<file path="config.mk">
export PLATFORM = sky130hd
export DESIGN_NAME = mps_supervisor
export DESIGN_NICKNAME = d
export VERILOG_FILES = /design/src/mps_pkg.sv /design/src/mps_coil_model.sv /design/src/mps_supervisor.sv
export VERILOG_INCLUDE_DIRS = /design/src /design/src/src
export SDC_FILE = /design/constraint.sdc
export NUM_CORES = 1
export LEC_CHECK = 0
export ABC_AREA = 0
export BUFFER_PORTS_ARGS = -buffer_cell sky130_fd_sc_hd__buf_4
export CORE_MARGIN = 2
export CORE_UTILIZATION = 60
export CTS_CLUSTER_DIAMETER = 50
export DETAILED_ROUTE_END_ITERATION = 10
export PLACE_DENSITY = 0.82
export SLEW_MARGIN = 20
export SYNTH_ARGS = -nofsm -noshare
export SYNTH_HDL_FRONTEND = slang
export SYNTH_SLANG_ARGS = --single-unit
</file>
<file path="constraint.sdc">
create_clock -name aclk -period 12.7 [get_ports aclk]
set_input_delay 0 -clock aclk [delete_from_list [all_inputs] [get_ports aclk]]
set_output_delay 0 -clock aclk [all_outputs]
set_load 0.01 [all_outputs]
</file>
<file path="src/mps_params.svh">
`ifndef MPS_PARAMS_SVH
`define MPS_PARAMS_SVH
// ************************************************************
// register map (byte addresses, one 32-bit word each)
// ************************************************************
`define MPS_REG_CTRL 8'h00
`define MPS_REG_FLAGS 8'h04
`define MPS_REG_MASK 8'h08
`define MPS_REG_STATE 8'h0C
`define MPS_REG_TIMEOUT 8'h10
`define MPS_REG_SPDMAX 8'h14
`define MPS_REG_VOUT 8'h18
`define MPS_REG_COIL 8'h1C
// ************************************************************
// field positions
// ************************************************************
`define MPS_CTRL_OC_LATCH 0
`define MPS_CTRL_OT_LATCH 1
`define MPS_CTRL_ARM 2
`define MPS_FLG_OC 0
`define MPS_FLG_OTC 1
`define MPS_FLG_OTM 2
`define MPS_FLG_CTO 3
`define MPS_FLG_WDG 4
`define MPS_FLG_OSB 5
`define MPS_NFLG 6
// ************************************************************
// reset values and timing
// ************************************************************
`define MPS_TIMEOUT_RST 16'h0064
`define MPS_SPDMAX_RST 16'h4000
`define MPS_CLK_NS 25
`define MPS_MS_NS 1000000
`define MPS_BOOT_MS 16'h000A
`define MPS_WD_MS 16'h0032
`define MPS_RESP_OKAY 2'h0
`define MPS_RESP_SLVERR 2'h2
`endif

</file>
<file path="src/mps_pkg.sv">
`include "mps_params.svh"
package mps_pkg;
  // supervisor operating states
  typedef enum logic [1:0] {
    ST_BOOT,
    ST_UNARMED,
    ST_ARMED,
    ST_COAST
  } mps_state_e;

  // sensed quantities, all sampled on aclk
  typedef struct packed {
    logic [15:0] i_meas;
    logic [15:0] t_ctl;
    logic [15:0] speed;
    logic [15:0] vbus;
    logic regen;
  } mps_sense_s;

  // bridge drive request
  typedef struct packed {
    logic bridge_en;
    logic brake_all;
    logic coast;
    logic [15:0] v_apply;
  } mps_drive_s;

  // coil model state
  typedef struct packed {
    logic [15:0] temp;
  } mps_model_s;

  // whole supervisor state
  typedef struct packed {
    mps_state_e st;
    logic [15:0] div;
    logic [15:0] ms_cnt;
    logic [15:0] wd_cnt;
    logic tick;
    logic oc_latch;
    logic ot_latch;
    logic [`MPS_NFLG-1:0] flags;
    logic [`MPS_NFLG-1:0] mask;
    logic [15:0] timeout;
    logic [15:0] spd_max;
    logic [15:0] cmd_volt;
    mps_drive_s drive;
    logic derate;
    logic irq;
    logic armed;
    logic aw_have;
    logic w_have;
    logic [7:0] awaddr;
    logic [31:0] wdata;
    logic [3:0] wstrb;
    logic awready;
    logic wready;
    logic bvalid;
    logic [1:0] bresp;
    logic arready;
    logic rvalid;
    logic [31:0] rdata;
    logic [1:0] rresp;
  } mps_regs_s;
endpackage

</file>
<file path="src/mps_coil_model.sv">
`timescale 1ns/1ps
`include "mps_params.svh"
// ************************************************************
// coil temperature estimator: first-order heat in, heat out
// ************************************************************
module mps_coil_model #(
  parameter logic [15:0] AMBIENT = 16'h0019,
  parameter int HEAT_SH = 4,
  parameter int COOL_SH = 6
) (
  input wire logic aclk,
  input wire logic aresetn,
  input wire logic tick,
  input wire logic [15:0] i_meas,
  output logic [15:0] temp_est
);
  mps_pkg::mps_model_s r_reg; // registered estimate
  mps_pkg::mps_model_s r_next; // next estimate
  logic [17:0] acc; // wide sum, saturated below

  // integrate on each tick; saturation avoids wrap to a cold reading
  always_comb begin
    acc = '0;
    r_next = r_reg;
    if (tick) begin
      acc = {2'h0, r_reg.temp} + {2'h0, i_meas >> HEAT_SH};
      if (r_reg.temp > AMBIENT) begin
        acc = acc - {2'h0, (r_reg.temp - AMBIENT) >> COOL_SH};
      end
      r_next.temp = acc[17:16] != 2'h0 ? 16'hFFFF : acc[15:0];
    end
  end

  // state register; starts at ambient after reset
  always_ff @(posedge aclk) begin
    if (!aresetn) begin
      r_reg.temp <= AMBIENT;
    end else begin
      r_reg <= r_next;
    end
  end

  assign temp_est = r_reg.temp;
endmodule

</file>
<file path="src/mps_supervisor.sv">
`timescale 1ns/1ps
`include "mps_params.svh"
// Summary of operation
// - limit applied voltage to avoid overcurrent
// - overcurrent turns every bridge switch off
// - overcurrent latch optional, default non-latching
// - non-latching: recover once current below trip
// - derate output near controller temperature limit
// - leave derate when controller temperature drops
// - same derating on estimated coil temperature
// - overtemperature turns every bridge switch off
// - thermal latch optional, default non-latching
// - non-latching: resume once temperature below trip
// - overspeed lowers voltage, more when faster
// - extreme overspeed shorts all phases while armed and not tripped
// - excess regeneration limits applied voltage
// - command timeout disarms into coast
// - new command resumes after timeout
// - watchdog reboots into unarmed startup
module mps_supervisor #(
  parameter int unsigned MS_CYC = `MPS_MS_NS / `MPS_CLK_NS,
  parameter logic [15:0] I_TRIP = 16'h0F00,
  parameter logic [15:0] T_DER = 16'h0064,
  parameter logic [15:0] T_TRIP = 16'h0078,
  parameter logic [15:0] C_DER = 16'h00A0,
  parameter logic [15:0] C_TRIP = 16'h00B4,
  parameter logic [15:0] OS_BRAKE = 16'h0800,
  parameter logic [15:0] VBUS_MAX = 16'h3C00,
  parameter logic [15:0] VHEAD = 16'h0400,
  parameter int EMF_SH = 2,
  parameter int DER_SH = 6,
  parameter int OS_SH = 2,
  parameter int RG_SH = 2
) (
  input wire logic aclk,
  input wire logic aresetn,
  input wire logic s_axi_awvalid,
  output logic s_axi_awready,
  input wire logic [7:0] s_axi_awaddr,
  input wire logic [2:0] s_axi_awprot,
  input wire logic s_axi_wvalid,
  output logic s_axi_wready,
  input wire logic [31:0] s_axi_wdata,
  input wire logic [3:0] s_axi_wstrb,
  output logic s_axi_bvalid,
  input wire logic s_axi_bready,
  output logic [1:0] s_axi_bresp,
  input wire logic s_axi_arvalid,
  output logic s_axi_arready,
  input wire logic [7:0] s_axi_araddr,
  input wire logic [2:0] s_axi_arprot,
  output logic s_axi_rvalid,
  input wire logic s_axi_rready,
  output logic [31:0] s_axi_rdata,
  output logic [1:0] s_axi_rresp,
  input wire logic cmd_valid,
  input wire logic [15:0] cmd_volt,
  input wire logic wd_kick,
  input mps_pkg::mps_sense_s sense,
  output mps_pkg::mps_drive_s drive,
  output logic armed,
  output logic derate,
  output logic irq
);
  // ************************************************************
  // state and helpers
  // ************************************************************
  mps_pkg::mps_regs_s r_reg; // all state
  mps_pkg::mps_regs_s r_next; // next state
  logic [15:0] coil_temp; // coil estimate
  logic oc_now; // current above trip
  logic otc_now; // controller above trip
  logic otm_now; // coil above trip
  logic os_ext; // extreme overspeed
  logic oc_block; // overcurrent keeps bridge off
  logic ot_block; // temperature keeps bridge off
  logic wd_expire; // heartbeat lost
  logic to_expire; // command timeout reached
  logic [15:0] vlim; // permitted voltage
  logic [`MPS_NFLG-1:0] flg_set; // trip events
  logic [`MPS_NFLG-1:0] flg_clr; // host w1c
  logic wr_fire; // write performed this cycle
  logic [31:0] wr_word; // byte-merged write data

  // subtract with floor at zero; the amount may exceed 16 bits
  function automatic logic [15:0] sat_sub(input logic [15:0] a, input logic [31:0] b);
    sat_sub = (b >= {16'h0000, a}) ? 16'h0000 : a - b[15:0];
  endfunction

  // amount above a threshold, shifted into voltage units
  function automatic logic [31:0] excess(input logic [15:0] v, input logic [15:0] th,
                                         input int sh);
    excess = (v > th) ? ({16'h0000, v - th} << sh) : 32'h0000_0000;
  endfunction

  // merge write strobes into a 32-bit word
  function automatic logic [31:0] merge(input logic [31:0] old, input logic [31:0] nw,
                                        input logic [3:0] st);
    merge = old;
    for (int b = 0; b < 4; b++) begin
      if (st[b]) begin
        merge[8*b +: 8] = nw[8*b +: 8];
      end
    end
  endfunction

  // ************************************************************
  // coil temperature model, stepped by the millisecond tick
  // ************************************************************
  mps_coil_model u_coil (
    .aclk(aclk),
    .aresetn(aresetn),
    .tick(r_reg.tick),
    .i_meas(sense.i_meas),
    .temp_est(coil_temp)
  );

  // ************************************************************
  // protection and register logic
  // ************************************************************
  always_comb begin
    r_next = r_reg;
    flg_set = '0;
    flg_clr = '0;
    wr_fire = 1'b0;
    wr_word = 32'h0000_0000;
    // millisecond enable from the clock divider
    r_next.tick = 1'b0;
    r_next.div = r_reg.div + 16'h0001;
    if (r_reg.div == 16'(MS_CYC - 1)) begin
      r_next.div = 16'h0000;
      r_next.tick = 1'b1;
    end
    // trip detection
    oc_now = sense.i_meas >= I_TRIP;
    otc_now = sense.t_ctl >= T_TRIP;
    otm_now = coil_temp >= C_TRIP;
    os_ext = {1'b0, sense.speed} > ({1'b0, r_reg.spd_max} + {1'b0, OS_BRAKE});
    flg_set[`MPS_FLG_OC] = oc_now;
    flg_set[`MPS_FLG_OTC] = otc_now;
    flg_set[`MPS_FLG_OTM] = otm_now;
    flg_set[`MPS_FLG_OSB] = os_ext && r_reg.st == mps_pkg::ST_ARMED;
    // latched flag holds the bridge off only in latching mode
    oc_block = oc_now || (r_reg.oc_latch && r_reg.flags[`MPS_FLG_OC]);
    ot_block = otc_now || otm_now || (r_reg.ot_latch &&
               (r_reg.flags[`MPS_FLG_OTC] || r_reg.flags[`MPS_FLG_OTM]));
    // predictive limit: back-emf plus a current headroom
    vlim = sat_sub(16'hFFFF, 32'h0000_FFFF - {16'h0000, sense.speed >> EMF_SH});
    vlim = (vlim > 16'hFFFF - VHEAD) ? 16'hFFFF : vlim + VHEAD;
    vlim = sat_sub(vlim, excess(sense.t_ctl, T_DER, DER_SH));
    vlim = sat_sub(vlim, excess(coil_temp, C_DER, DER_SH));
    vlim = sat_sub(vlim, excess(sense.speed, r_reg.spd_max, OS_SH));
    if (sense.regen) begin
      vlim = sat_sub(vlim, excess(sense.vbus, VBUS_MAX, RG_SH));
    end
    r_next.derate = sense.t_ctl >= T_DER || coil_temp >= C_DER;
    // latest commanded voltage
    if (cmd_valid) begin
      r_next.cmd_volt = cmd_volt;
    end
    // watchdog on the controller heartbeat
    wd_expire = r_reg.tick && r_reg.wd_cnt >= `MPS_WD_MS - 16'h0001 && !wd_kick;
    if (wd_kick) begin
      r_next.wd_cnt = 16'h0000;
    end else if (r_reg.tick) begin
      r_next.wd_cnt = r_reg.wd_cnt + 16'h0001;
    end
    // command timeout, counted in milliseconds; zero disables it
    to_expire = r_reg.st == mps_pkg::ST_ARMED && r_reg.timeout != 16'h0000 &&
                !cmd_valid && r_reg.tick && r_reg.ms_cnt >= r_reg.timeout - 16'h0001;
    if (cmd_valid && r_reg.st != mps_pkg::ST_BOOT) begin // traffic must not stall boot
      r_next.ms_cnt = 16'h0000;
    end else if (r_reg.tick) begin
      r_next.ms_cnt = r_reg.ms_cnt + 16'h0001;
    end
    // ----- AXI write channel: address and data in either order
    if (s_axi_awvalid && r_reg.awready) begin
      r_next.aw_have = 1'b1;
      r_next.awaddr = s_axi_awaddr;
    end
    if (s_axi_wvalid && r_reg.wready) begin
      r_next.w_have = 1'b1;
      r_next.wdata = s_axi_wdata;
      r_next.wstrb = s_axi_wstrb;
    end
    if (r_reg.bvalid && s_axi_bready) begin
      r_next.bvalid = 1'b0;
    end
    if (r_reg.aw_have && r_reg.w_have && !r_reg.bvalid) begin
      wr_fire = 1'b1;
      r_next.aw_have = 1'b0;
      r_next.w_have = 1'b0;
      r_next.bvalid = 1'b1;
      r_next.bresp = `MPS_RESP_OKAY;
      if (r_reg.awaddr == `MPS_REG_CTRL) begin
        wr_word = merge({29'h0, 1'b0, r_reg.ot_latch, r_reg.oc_latch},
                        r_reg.wdata, r_reg.wstrb);
        r_next.oc_latch = wr_word[`MPS_CTRL_OC_LATCH];
        r_next.ot_latch = wr_word[`MPS_CTRL_OT_LATCH];
      end else if (r_reg.awaddr == `MPS_REG_FLAGS) begin
        wr_word = merge(32'h0000_0000, r_reg.wdata, r_reg.wstrb);
        flg_clr = wr_word[`MPS_NFLG-1:0];
      end else if (r_reg.awaddr == `MPS_REG_MASK) begin
        wr_word = merge({26'h0, r_reg.mask}, r_reg.wdata, r_reg.wstrb);
        r_next.mask = wr_word[`MPS_NFLG-1:0];
      end else if (r_reg.awaddr == `MPS_REG_TIMEOUT) begin
        wr_word = merge({16'h0, r_reg.timeout}, r_reg.wdata, r_reg.wstrb);
        r_next.timeout = wr_word[15:0];
      end else if (r_reg.awaddr == `MPS_REG_SPDMAX) begin
        wr_word = merge({16'h0, r_reg.spd_max}, r_reg.wdata, r_reg.wstrb);
        r_next.spd_max = wr_word[15:0];
      end else if (r_reg.awaddr == `MPS_REG_STATE || r_reg.awaddr == `MPS_REG_VOUT ||
                   r_reg.awaddr == `MPS_REG_COIL) begin
        r_next.bresp = `MPS_RESP_OKAY; // read-only: write ignored
      end else begin
        r_next.bresp = `MPS_RESP_SLVERR; // unmapped
      end
    end
    // ----- state machine
    case (r_reg.st)
      mps_pkg::ST_BOOT: begin
        // startup delay before the host may arm
        if (r_reg.tick) begin
          r_next.ms_cnt = r_reg.ms_cnt + 16'h0001;
          if (r_reg.ms_cnt >= `MPS_BOOT_MS - 16'h0001) begin
            r_next.st = mps_pkg::ST_UNARMED;
          end
        end
      end
      mps_pkg::ST_UNARMED: begin
        // arming only by explicit host write; rests on the host
        if (wr_fire && r_reg.awaddr == `MPS_REG_CTRL && r_reg.wstrb[0] &&
            r_reg.wdata[`MPS_CTRL_ARM]) begin
          r_next.st = mps_pkg::ST_ARMED;
          r_next.ms_cnt = 16'h0000;
        end
      end
      mps_pkg::ST_ARMED: begin
        if (to_expire) begin
          r_next.st = mps_pkg::ST_COAST;
          flg_set[`MPS_FLG_CTO] = 1'b1;
        end
      end
      mps_pkg::ST_COAST: begin
        if (cmd_valid) begin
          r_next.st = mps_pkg::ST_ARMED;
        end
      end
      default: begin
        r_next.st = mps_pkg::ST_BOOT;
      end
    endcase
    // watchdog overrides everything: restart the startup sequence
    if (wd_expire) begin
      r_next.st = mps_pkg::ST_BOOT;
      r_next.ms_cnt = 16'h0000;
      r_next.wd_cnt = 16'h0000;
      flg_set[`MPS_FLG_WDG] = 1'b1;
    end
    // sticky flags: an event in the clearing cycle survives
    r_next.flags = (r_reg.flags & ~flg_clr) | flg_set;
    r_next.irq = |(r_next.flags & r_next.mask);
    r_next.armed = r_next.st == mps_pkg::ST_ARMED; // kept in a flop for the pin
    // ----- drive outputs; any trip wins over braking
    r_next.drive.bridge_en = r_reg.st == mps_pkg::ST_ARMED && !oc_block && !ot_block;
    r_next.drive.brake_all = r_next.drive.bridge_en && os_ext;
    r_next.drive.coast = r_reg.st != mps_pkg::ST_ARMED;
    if (r_next.drive.bridge_en && !os_ext) begin
      r_next.drive.v_apply = (r_next.cmd_volt > vlim) ? vlim : r_next.cmd_volt;
    end else begin
      r_next.drive.v_apply = 16'h0000;
    end
    // ----- AXI read channel, one cycle to rvalid
    if (r_reg.rvalid && s_axi_rready) begin
      r_next.rvalid = 1'b0;
    end
    if (s_axi_arvalid && r_reg.arready) begin
      r_next.rvalid = 1'b1;
      r_next.rresp = `MPS_RESP_OKAY;
      r_next.rdata = 32'h0000_0000;
      if (s_axi_araddr == `MPS_REG_CTRL) begin
        r_next.rdata = {30'h0, r_reg.ot_latch, r_reg.oc_latch};
      end else if (s_axi_araddr == `MPS_REG_FLAGS) begin
        r_next.rdata = {26'h0, r_reg.flags};
      end else if (s_axi_araddr == `MPS_REG_MASK) begin
        r_next.rdata = {26'h0, r_reg.mask};
      end else if (s_axi_araddr == `MPS_REG_STATE) begin
        r_next.rdata = {25'h0, r_reg.derate, r_reg.drive.coast, r_reg.drive.brake_all,
                        r_reg.drive.bridge_en, 1'b0, r_reg.st};
      end else if (s_axi_araddr == `MPS_REG_TIMEOUT) begin
        r_next.rdata = {16'h0, r_reg.timeout};
      end else if (s_axi_araddr == `MPS_REG_SPDMAX) begin
        r_next.rdata = {16'h0, r_reg.spd_max};
      end else if (s_axi_araddr == `MPS_REG_VOUT) begin
        r_next.rdata = {16'h0, r_reg.drive.v_apply};
      end else if (s_axi_araddr == `MPS_REG_COIL) begin
        r_next.rdata = {16'h0, coil_temp};
      end else begin
        r_next.rresp = `MPS_RESP_SLVERR; // unmapped
      end
    end
    // ready flags: one request of each kind in flight
    r_next.awready = !r_next.aw_have && !r_next.bvalid;
    r_next.wready = !r_next.w_have && !r_next.bvalid;
    r_next.arready = !r_next.rvalid;
  end

  // ************************************************************
  // state register
  // ************************************************************
  always_ff @(posedge aclk) begin
    if (!aresetn) begin
      r_reg <= '0;
      r_reg.st <= mps_pkg::ST_BOOT;
      r_reg.timeout <= `MPS_TIMEOUT_RST;
      r_reg.spd_max <= `MPS_SPDMAX_RST;
      r_reg.drive.coast <= 1'b1;
    end else begin
      r_reg <= r_next;
    end
  end

  // outputs straight from flops
  assign s_axi_awready = r_reg.awready;
  assign s_axi_wready = r_reg.wready;
  assign s_axi_bvalid = r_reg.bvalid;
  assign s_axi_bresp = r_reg.bresp;
  assign s_axi_arready = r_reg.arready;
  assign s_axi_rvalid = r_reg.rvalid;
  assign s_axi_rdata = r_reg.rdata;
  assign s_axi_rresp = r_reg.rresp;
  assign drive = r_reg.drive;
  assign armed = r_reg.armed;
  assign derate = r_reg.derate;
  assign irq = r_reg.irq;

  // ************************************************************
  // checks
  // ************************************************************
  AST_VLIM: assert property (@(posedge aclk) disable iff (!aresetn)
    1'b1 |=> drive.v_apply <= $past(vlim)) else $error("applied voltage above limit");
  AST_OC_OFF: assert property (@(posedge aclk) disable iff (!aresetn)
    oc_now |=> !drive.bridge_en && drive.v_apply == 16'h0000) else $error("bridge on in oc");
  AST_OC_LATCH: assert property (@(posedge aclk) disable iff (!aresetn)
    r_reg.oc_latch && r_reg.flags[`MPS_FLG_OC] |=> !drive.bridge_en)
    else $error("latched oc let bridge on");
  AST_RECOVER: assert property (@(posedge aclk) disable iff (!aresetn)
    r_reg.st == mps_pkg::ST_ARMED && !oc_block && !ot_block |=> drive.bridge_en)
    else $error("bridge did not recover");
  AST_OT_OFF: assert property (@(posedge aclk) disable iff (!aresetn)
    (otc_now || otm_now) |=> !drive.bridge_en) else $error("bridge on in ot");
  AST_BRAKE: assert property (@(posedge aclk) disable iff (!aresetn)
    r_reg.st == mps_pkg::ST_ARMED && os_ext && !oc_block && !ot_block
    |=> drive.brake_all && drive.v_apply == 16'h0000) else $error("no brake on overspeed");
  AST_TIMEOUT: assert property (@(posedge aclk) disable iff (!aresetn)
    to_expire && !wd_expire |=> r_reg.st == mps_pkg::ST_COAST ##1 drive.coast)
    else $error("timeout did not coast");
  AST_RESUME: assert property (@(posedge aclk) disable iff (!aresetn)
    r_reg.st == mps_pkg::ST_COAST && cmd_valid && !wd_expire |=> armed)
    else $error("command did not resume");
  AST_WDOG: assert property (@(posedge aclk) disable iff (!aresetn)
    wd_expire |=> r_reg.st == mps_pkg::ST_BOOT && r_reg.flags[`MPS_FLG_WDG] && !armed)
    else $error("watchdog did not reboot");
  AST_FLAG: assert property (@(posedge aclk) disable iff (!aresetn)
    r_reg.flags[`MPS_FLG_OC] && !flg_clr[`MPS_FLG_OC] |=> r_reg.flags[`MPS_FLG_OC])
    else $error("oc flag dropped without clear");
endmodule

</file>
==> summary.txt <==
Clocking
  – Setup bufs post-CTS: 0
  – Num CTS Buffers: 24
  – H-tree depth: 1
  – # hold bufs at CTS: 64
  – CTS Buffer Depth: 3
  – Clock Latency Late Sink: 0.53 ns
  – TritonCTS clock tree: built
  – Worst-path clk slew: 0.07 ns
  – CTS resizes: 0
  – CTS root buf: clkbuf_16
  – CTS sink cnt: 202

Placement
  – IO Port Bufs: 164
  – Detailed placement HPWL: 35.6 mm
  – Worst slack, placed: 0.877 ns
  – DP Area: 18000 um2
  – Global placement routability congestion: 0.959

Synth
  – Netlist cell types: 94
  – Share of the synthesized area in the top cell type: 24.0%
  – Ys async rst share: 0%
  – Post-synth top flop: dfxtp_1
  – Post-synth EDFFs: 0
  – Register area share after synthesis: 24.0%
  – Synth area leader: dfxtp_1
  – Post-Syn Area per Cell: 8.00 um2
  – Post-Synthesis Cell Area: 16900 um2
  – Cells after Synth: 2110
  – Yosys reg bits: 202
  – Area contributors post-synth: dfxtp_1 (24%), ha_1 (13%), nand2_1 (4.9%)
  – Synth warnings: 0

Routing
  – Vias/cell: 6.06
  – DRC violations left: 0
  – Final ANT Viol Nets: 0
  – Post-Route WL: 50.0 mm
  – Vias after detailed routing: 16114
  – DR WL/cell: 18.8 um
  – Drt first pass iters: 6
  – DR iter-0 viols: 1641

Timing
  – Final hold viol count: 0
  – Relative slew slack: 17.9%
  – Post-route setup TNS: 0 ns
  – Worst-margin pin slew: 1.23 ns
  – Final number of max-transition violations: 0
  – Skew final: 0.0188 ns
  – Fin worst setup slack: 1.08 ns
  – Final setup viols: 0
  – Final critical-path share of the clock period: 91.5%
  – Unrepaired setup endpoints after global routing: false
  – Peak Freq: 86.0 MHz
  – Worst hold slack: 0.0160 ns
  – Final min period: 11.62 ns

Worst setup path
  – Slowest cell on crit path: a2111oi_2
  – Crit path capture type: register
  – Arr. time, crit path: 12.03 ns
  – Crit start category: input port
  – Crit path launch: sense[40]
  – Crit-path most repeated cell: a21oi_1
  – Critical path data required time: 13.11 ns
  – Slowest Stage Delay on Critical Path: 0.65 ns
  – Crit path kind: input port to register
  – Worst-path fanout max: 19
  – R2R Path Start: u_coil.temp_est[12]

Final layout
  – Design area: 19600 um2
  – Fin util: 70.5%
  – Max reg flops: 141
  – Share of cells above drive strength 1: 13.0%
  – Final #Nets: 2594
  – Area delta synth->final: 16.0%

Global route
  – Number of global-route vias before repair: 15639
  – Initial antenna violation count: 1
  – Pin count of the biggest net entering global routing: 95
  – GRT overflow: 0
  – Total track usage: 33.0%
  – First-pass GRT wire length: 78.5 mm

Die
  – Die Area: 29500 um2
  – I/O Pins: 211
  – Area of the core: 27800 um2
  – Die Ht: 172 um
  – Width of the die: 172 um
  – Site Rows: 61
  – Starting Density: 60.8%

Worst hold path
  – Hold Path Class: input port to register
  – Worst Hold Launch: aresetn

Power
  – Peak supply drop: 92.2 uV
  – Leakage: 8.86 nW
  – P per Cell Area: 102 nW/um2

Flow run
  – Maxcap violations: 0

Outcome
  – Status: complete, no violations
==> routing by layer <==
metal	part of all wire [%]	routed length, um	vias to the layer above	track usage [%]
met1	39	19600	7555	39.8
met5	0	0	-	0
met4	6.1	3070	0	19.4
met2	47	23400	774	56.2
li1	-	-	7572	-
met3	7.9	3950	213	4.35
==> worst max-delay path: cells and delay by family <==
| kind | cells | cell delay [ns] |
|---|---|---|
| AOI/OAI and AO/OA | 27 | 6.33 |
| xor gates and xnor gates | 1 | 0.20 |
| buffers and inverters | 4 | 0.66 |
| adders and majority gates | 6 | 1.88 |
| and+or+nand+nor | 17 | 2.93 |
==> logic make-up (layout without fill, tap and decap cells) <==
| group | after synthesis | after routing | synth area share [%] |
|---|---|---|---|
| and+or+nand+nor | 775 | 775 | 22.6 |
| AOI/OAI and AO/OA | 439 | 439 | 18.1 |
| buffers and inverters | 285 | 437 | 7.72 |
| DFF | 202 | 202 | 24.0 |
| adders and majority gates | 185 | 185 | 14.0 |
| xor gates and xnor gates | 140 | 140 | 7.26 |
| muxes | 83 | 83 | 6.34 |
| other | 1 | 20 | 0.0222 |
==> worst paths after layout <==
kind                            slack (ns)    endpoint  cells past startpoint
worst max-delay path                  1.08   drive[12]                     55
worst min-delay path                  0.02  r_reg[143]                      2
worst max register to register        1.66   drive[12]                     48
worst min register to register        0.45  r_reg[204]                      1
==> cells in the mapped netlist, types with 36 or more instances <==
cell type	count
o21ai_0	76
xnor2_1	76
and2_1	36
dfxtp_1	202
nor2b_1	51
buf_4	56
mux2i_1	54
ha_1	178
nor3_1	36
clkbuf_1	67
nand3_1	46
nand2_1	220
nor2_1	203
a21oi_1	110
xor2_1	64
inv_1	150
a21o_1	48
==> cells in the final DEF, fill, tap and decap left out, types with 9 or more instances in the layout <==
cell / count
nand3_1: 46
xor2_1: 64
mux2_2: 11
nor2_1: 203
nor3_1: 36
o21a_1: 12
nand4_1: 31
a21o_1: 48
or3_1: 11
o21ai_0: 76
nand3b_1: 9
a21oi_1: 110
xnor2_1: 76
a21boi_0: 35
nand2_1: 220
a211oi_1: 20
and2_1: 36
mux4_2: 18
inv_1: 150
dlygate4sd3_1: 64
dfxtp_1: 202
a31oi_1: 23
mux2i_1: 54
nor2b_1: 51
nor4_1: 13
and3_1: 29
or2_2: 9
conb_1: 18
clkbuf_16: 25
nor3b_1: 15
o211ai_1: 9
ha_1: 178
nand2b_1: 31
buf_4: 175
==> cell type report <==
type                            instances  area (um2)
Clock inverter                         13         214
Fill cell                            2099        8200
Timing Repair Buffer                  240        1970
Inverter                              153         574
Antenna cell                            2        5.00
Multi-Input combinational cell       1640       11600
Sequential cell                       202        4040
Tap cell                              378         473
Clock buffer                           31         698
==> through the flow <==
| step | std cells | total power [W] |
|---|---|---|
| detailed placement | 2549 | 0.00119 |
| global route | 2657 | 0.00208 |
| finish | 2659 | 0.00200 |
| global placement | 2549 | 0.00117 |
| floorplan | 2127 | 0.00105 |
| CTS | 2657 | 0.00197 |
==> report_power, final <==
group          internal, W  switching (W)  leakage, nW  total (W)
Sequential        0.000644     0.00000996         1.64   0.000654
Clock             0.000494       0.000292        0.448   0.000786
Combinational     0.000234       0.000323         6.78   0.000557
No activity file was read; power rests on OpenSTA's default activity.
